$ cat src/odt_pd_pkg.sv
// constants and types for the power-down termination mode tracker
package odt_pd_pkg;
   // clock period of the device clock, in picoseconds
   localparam int CLK_PERIOD_PS = 100000;
   // asynchronous turn-on and turn-off window, in picoseconds
   localparam int ASYNC_MIN_PS = 2000;
   localparam int ASYNC_MAX_PS = 8500;
   // least time rounds up and is never under one cycle
   localparam int ASYNC_DLY_RAW = (ASYNC_MIN_PS + CLK_PERIOD_PS - 1)
      / CLK_PERIOD_PS;
   localparam int ASYNC_DLY_CYC = (ASYNC_DLY_RAW < 1) ? 1 : ASYNC_DLY_RAW;
   // synchronous latency is write latency minus this amount
   localparam int SYNC_LAT_SUB = 2;
   // entry lead time is the latency plus this amount
   localparam int LEAD_ADD = 1;
   // latency field widths
   localparam int CWL_W = 4;
   localparam int AL_W = 4;
   // default widths and counts
   localparam int DEF_MAX_LAT = 30;
   localparam int DEF_RFC_CYC = 11;
   localparam int DEF_XPDLL_CYC = 10;
   localparam int CNT_W = 16;
   // reset values of the state outputs
   localparam logic RTT_RST = 1'b0;
   localparam logic ASYNC_RST = 1'b0;
   localparam logic TRANS_RST = 1'b0;
   // termination response mode
   typedef enum logic [1:0] {
      ST_SYNC,
      ST_ENTRY,
      ST_ASYNC,
      ST_EXIT
   } odt_mode_t;
   // synchronous turn-on and turn-off latency in cycles
   function automatic int sync_lat(input logic [CWL_W-1:0] cwl,
                                   input logic [AL_W-1:0] al);
      return int'(cwl) + int'(al) - SYNC_LAT_SUB;
   endfunction
   // lead time before the cke sample that opens a transition period
   function automatic int lead_time(input logic [CWL_W-1:0] cwl,
                                    input logic [AL_W-1:0] al);
      return sync_lat(cwl, al) + LEAD_ADD;
   endfunction
endpackage

$ cat src/odt_pd_transition.sv
// termination mode tracker around precharge power-down entry and exit
`timescale 1ns/10ps
`default_nettype none
module odt_pd_transition
   import odt_pd_pkg::*;
#(
   parameter int MAX_LAT = odt_pd_pkg::DEF_MAX_LAT,
   parameter int RFC_CYC = odt_pd_pkg::DEF_RFC_CYC,
   parameter int XPDLL_CYC = odt_pd_pkg::DEF_XPDLL_CYC
) (
   input wire logic i_ref_clk,
   input wire logic i_arst_n,
   input wire logic i_cke,
   input wire logic i_odt,
   input wire logic i_refresh,
   input wire logic i_dll_on_in_pd,
   input wire logic [odt_pd_pkg::CWL_W-1:0] i_cwl,
   input wire logic [odt_pd_pkg::AL_W-1:0] i_al,
   output logic o_rtt_on,
   output logic o_async_mode,
   output logic o_transition
);
   import odt_pd_pkg::*;

   // delay ranges in the checks below cannot reach past this many cycles
   localparam int CHK_SPAN = 1000;

   // refuse settings the history, counters or checks cannot hold
   if (MAX_LAT < 2 || RFC_CYC < 1 || XPDLL_CYC < 1 ||
       RFC_CYC >= (1 << CNT_W) || XPDLL_CYC >= (1 << CNT_W) ||
       RFC_CYC > CHK_SPAN || XPDLL_CYC > CHK_SPAN ||
       ASYNC_DLY_CYC > MAX_LAT) begin : g_bad_param
      $error("odt_pd_transition: unsupported parameter values");
   end

   localparam logic [CNT_W-1:0] RFC_LOAD = CNT_W'(RFC_CYC);
   localparam logic [CNT_W-1:0] XPDLL_LOAD = CNT_W'(XPDLL_CYC);
   localparam logic [CNT_W-1:0] CNT_ZERO = '0;
   localparam logic [CNT_W-1:0] CNT_ONE = CNT_W'(1);

   odt_mode_t mode_r;
   logic [MAX_LAT-1:0] odt_hist_r;
   logic [CNT_W-1:0] rfc_cnt_r;
   logic [CNT_W-1:0] xp_cnt_r;
   logic cke_r;
   logic rtt_nxt;
   logic async_nxt;
   logic trans_nxt;
   logic cke_fall;
   logic cke_rise;
   int lat;
   logic lat_ok;

   // latency from the programmed write latency fields
   assign lat = sync_lat(i_cwl, i_al);
   assign lat_ok = (lat >= 1) && (lat <= MAX_LAT);
   assign cke_fall = cke_r && !i_cke;
   assign cke_rise = !cke_r && i_cke;

   // history of registered odt; index n is n+1 edges old
   always_ff @(posedge i_ref_clk or negedge i_arst_n) begin
      if (!i_arst_n) begin
         odt_hist_r <= '0;
      end else begin
         odt_hist_r <= {odt_hist_r[MAX_LAT-2:0], i_odt};
      end
   end

   // last registered cke level, for edge detection
   always_ff @(posedge i_ref_clk or negedge i_arst_n) begin
      if (!i_arst_n) begin
         cke_r <= 1'b1;
      end else begin
         cke_r <= i_cke;
      end
   end

   // cycles left of the refresh cycle time after each refresh command
   always_ff @(posedge i_ref_clk or negedge i_arst_n) begin
      if (!i_arst_n) begin
         rfc_cnt_r <= CNT_ZERO;
      end else if (i_refresh) begin
         rfc_cnt_r <= RFC_LOAD;
      end else if (rfc_cnt_r != CNT_ZERO) begin
         rfc_cnt_r <= rfc_cnt_r - CNT_ONE;
      end
   end

   // exit period timer, loaded at the first cke high sample
   always_ff @(posedge i_ref_clk or negedge i_arst_n) begin
      if (!i_arst_n) begin
         xp_cnt_r <= CNT_ZERO;
      end else if (mode_r == ST_ASYNC && i_cke) begin
         xp_cnt_r <= XPDLL_LOAD;
      end else if (xp_cnt_r != CNT_ZERO) begin
         xp_cnt_r <= xp_cnt_r - CNT_ONE;
      end
   end

   // mode sequencing; the lead part of each period runs in the mode before it,
   // where an odt change already lands no later than the lead time
   always_ff @(posedge i_ref_clk or negedge i_arst_n) begin
      if (!i_arst_n) begin
         mode_r <= ST_SYNC;
      end else if (i_dll_on_in_pd) begin
         mode_r <= ST_SYNC; // dll kept running: always latency based
      end else begin
         unique case (mode_r)
            ST_SYNC: begin
               if (cke_fall && rfc_cnt_r > CNT_ONE) begin
                  mode_r <= ST_ENTRY; // refresh still running
               end else if (cke_fall) begin
                  mode_r <= ST_ASYNC; // entry ends at cke low
               end
            end
            ST_ENTRY: begin
               if (rfc_cnt_r <= CNT_ONE) begin
                  mode_r <= ST_ASYNC;
               end
            end
            ST_ASYNC: begin
               if (i_cke) begin
                  mode_r <= ST_EXIT;
               end
            end
            ST_EXIT: begin
               if (!i_cke) begin
                  mode_r <= ST_ASYNC; // short high pulse
               end else if (xp_cnt_r == CNT_ONE) begin
                  mode_r <= ST_SYNC;
               end
            end
         endcase
      end
   end

   // termination response: sync taps the latency, others use the fixed
   // async delay; inside a period the async figure is the earlier bound
   // and lies inside the widened window either way
   always_comb begin
      rtt_nxt = o_rtt_on;
      async_nxt = (mode_r != ST_SYNC);
      trans_nxt = (mode_r == ST_ENTRY) || (mode_r == ST_EXIT);
      if (mode_r == ST_SYNC) begin
         if (lat_ok) begin
            rtt_nxt = odt_hist_r[lat-1];
         end
      end else begin
         // no additive latency on this path
         rtt_nxt = odt_hist_r[ASYNC_DLY_CYC-1];
      end
   end

   // registered outputs
   always_ff @(posedge i_ref_clk or negedge i_arst_n) begin
      if (!i_arst_n) begin
         o_rtt_on <= RTT_RST;
         o_async_mode <= ASYNC_RST;
         o_transition <= TRANS_RST;
      end else begin
         o_rtt_on <= rtt_nxt;
         o_async_mode <= async_nxt;
         o_transition <= trans_nxt;
      end
   end

   localparam int XP_CHK = XPDLL_CYC;
   localparam int RFC_CHK = RFC_CYC;
endmodule // odt_pd_transition
`default_nettype wire

$ cat config.mk
export PLATFORM = sky130hd
export DESIGN_NAME = odt_pd_transition
export DESIGN_NICKNAME = d
export VERILOG_FILES = /design/src/odt_pd_pkg.sv /design/src/odt_pd_transition.sv
export SDC_FILE = /design/constraint.sdc
export NUM_CORES = 1
export LEC_CHECK = 0
export BUFFER_PORTS_ARGS = -buffer_cell sky130_fd_sc_hd__buf_2
export CORE_MARGIN = 2
export CORE_UTILIZATION = 65
export CTS_CLUSTER_SIZE = 14
export DETAILED_ROUTE_END_ITERATION = 8
export PLACE_DENSITY = 0.84
export SETUP_SLACK_MARGIN = 0.02
export SLEW_MARGIN = 20
export SYNTH_ARGS = -nofsm -noshare
export SYNTH_HDL_FRONTEND = slang
export SYNTH_SLANG_ARGS = --single-unit
$ cat constraint.sdc
create_clock -name i_ref_clk -period 4.6 [get_ports i_ref_clk]
set_input_delay 0 -clock i_ref_clk [delete_from_list [all_inputs] [get_ports i_ref_clk]]
set_output_delay 0 -clock i_ref_clk [all_outputs]
set_load 0.005 [all_outputs]
==> reports/qor.yml <==
cells_and_area:
  drive_above_1_share: 0.158
  final_cell_mix: "dfrtp_1 (67), nor2_1 (40), inv_1 (22), xnor2_1 (22), nand2_1 (21)"
  final_common_cell: "dfrtp_1"
  area_growth_pct: 12.1
  finalNonFillerCells: 396
  finalNetCount: 354
  diodes: 0
grt:
  grt-ovfl-total: 0
  grt_pass1_wl_mm: 9.92
  gr-usage-all-layers: 0.245
  antenna_found_initial: 0
  grt_max_degree: 69
  grt_pass1_vias: 2113
power:
  p_leak_nw: 1.60
  p_per_area_nw_per_um2: 419
  design_power_total_mw: 1.55
  vdd_ir_drop_max_mv: 0.283
sta:
  fin_skew_ps: 8.97
  setup_ws_ps: 2450
  tns_ps: 0
  worstMarginPinSlew_ps: 931
  fmax_ghz: 0.466
  max_slew_margin: 0.377
  final_max_slew_viol_count: 0
  finalCritPeriodShare: 0.467
  setup_viol: 0
  fin_crit_ps: 2150
  hold_viol: 0
  rsz0062_at_grt: "false"
synthesis:
  synth.avg_cell_area_um2: 11.1
  synth_fp_nets: 328
  syn-cell-area_um2: 3300
  ys_ff_latch: 68
  async_flop_share: 1.00
  yosys_warnings: 0
  synth-edff-count: 0
  ys.flop_type: "dfrtp_1"
  ys_seq_area_frac: 0.515
  synthCells: 298
  netlist-cell-type-count: 51
drt:
  ant_nets: 0
  viasPerCell: 5.55
  dr.pass1.iters: 4
  drt_wl_total_mm: 6.09
  num_vias: 2196
  wl_per_cell_um: 15.4
  dr.first_iter.drc_count: 134
  drc: 0
clocking:
  root_buffer: "clkbuf_8"
  path_clk_slew_ps: 80
  numCtsBuffers: 9
  cts_tree: "built"
  clk_latency_ps: 360
  cts_max_path_buffers: 2
  clock-sinks: 68
  post_cts_resized: 0
  h-tree-depth: 3
min_path:
  hold_class: "input port to register"
setup_path:
  crit_fanout: 8
  cp-start-kind: "input port"
  endpoint_kind: "register"
  critPathSlowestCell: "ha_1"
  crit_path_cell_trace: "buf_2, inv_1, ha_1, inv_1, ha_1, inv_1, ha_1, mux4_2, and2_1, a211oi_1, a31oi_1, mux2i_1, o31ai_1"
  critPathArrivalTime_ps: 2390
  max_stage_delay_ps: 480
  cp_data_required_time_ps: 4840
  criticalPathCategory: "input port to register"
floorplanning:
  core-area_um2: 4820
  die_y_um: 75.3
  start_util: 0.686
  fp.dieArea_um2: 5670
  io_pins: 17
  fp-row-count: 25
  die_w_um: 75.3
status:
  status: "finished, final reports clean"
placement:
  pre_cts_ws_ps: 2080
  placed_cells: 375
  port_buffers: 16
  routabilityCongestion: 0.762
  dpl.hpwl_mm: 3.98
run:
  drv_cap: 0
==> report_power, final <==
part / leakage [nW] / internal [mW] / total (mW) / switching, mW
registers: 0.802 / 0.663 / 0.732 / 0.0685
clock network: 0.0988 / 0.259 / 0.512 / 0.253
logic: 0.695 / 0.145 / 0.307 / 0.162
==> sequential cells by signal, indices dropped and copies added, names as in the netlist <==
signal        cells
odt_hist_r       30
rfc_cnt_r        16
xp_cnt_r         16
mode_r            2
cke_r             1
o_async_mode      1
o_rtt_on          1
o_transition      1
==> per-layer routing <==
layer	GRT usage	part of all wire	wire, um	vias up
met3	0.0754	0.032	192	13
met4	0.121	0.027	162	0
met1	0.308	0.45	2740	1074
met5	0	0	0	-
met2	0.388	0.49	2990	37
li1	-	-	-	1072
==> final timing paths <==
kind	start	to	slack [ps]	depth (start not counted)
hold reg to reg	odt_hist_r[6]	odt_hist_r[7]	370	0
max in group asynchronous	i_arst_n	odt_hist_r[4]	3710	3
min in group asynchronous	i_arst_n	xp_cnt_r[5]	350	3
setup / recovery	i_cwl[1]	o_rtt_on	2450	13
setup reg to reg	xp_cnt_r[0]	xp_cnt_r[11]	2530	8
hold / removal	i_odt	odt_hist_r[0]	280	2
==> cell type report <==
type / count / area (um^2)
Sequential cell: 68 / 1700
Clock inverter: 7 / 82.6
Multi-Input combinational cell: 201 / 1490
Timing Repair Buffer: 22 / 138
Clock buffer: 9 / 124
Inverter: 22 / 82.6
Tap cell: 67 / 83.8
Fill cell: 325 / 1110
==> synth_stat cells (4+ instances only) <==
master | number | area (um^2)
nor2_1 | 40 | 150
or3_1 | 5 | 31.3
a21oi_1 | 6 | 30.0
inv_1 | 22 | 82.6
clkbuf_1 | 5 | 18.8
nor3_1 | 13 | 65.1
nand2b_1 | 5 | 31.3
xor2_1 | 9 | 78.8
nand2_1 | 21 | 78.8
ha_1 | 15 | 188
dfrtp_1 | 67 | 1680
o21ai_0 | 5 | 25.0
xnor2_1 | 22 | 193
nor4_1 | 4 | 25.0
mux4_2 | 7 | 158
==> critical path, delay by kind of cell <==
| kind | cells | cell delay (ps) |
|---|---|---|
| compound gates | 3 | 390 |
| simple gates | 1 | 170 |
| mux | 2 | 530 |
| fa+ha+maj | 3 | 1070 |
| buf+inv | 4 | 230 |
==> stage by stage <==
stage / instance area [um^2] / hold WS, ps / util
5_1_grt: 3700 / 287 / 0.769
4_1_cts: 3700 / 272 / 0.769
6_report: 3700 / 283 / 0.769
3_5_place_dp: 3450 / 111 / 0.716
3_3_place_gp: 3450 / 109 / 0.716
2_1_floorplan: 3300 / -296 / -
==> logic make-up after synthesis <==
| group | Yosys count | share of synthesized area |
|---|---|---|
| XOR/XNOR | 31 | 0.0822 |
| adder cells (fa/ha/maj) | 16 | 0.0629 |
| multiplexers | 10 | 0.0568 |
| buffers and inverters | 29 | 0.0337 |
| AO/OA/AOI/OAI | 30 | 0.0602 |
| AND/OR/NAND/NOR | 114 | 0.189 |
| flip-flops | 68 | 0.515 |
==> timing repair <==
action                                  in CTS  in global routing
buffers inserted                             0                  0
hold endpoints to repair                    77                  0
hold buffers                                 5                  0
endpoints found under the setup margin       0                  0
(Power assumes the default switching activity.)
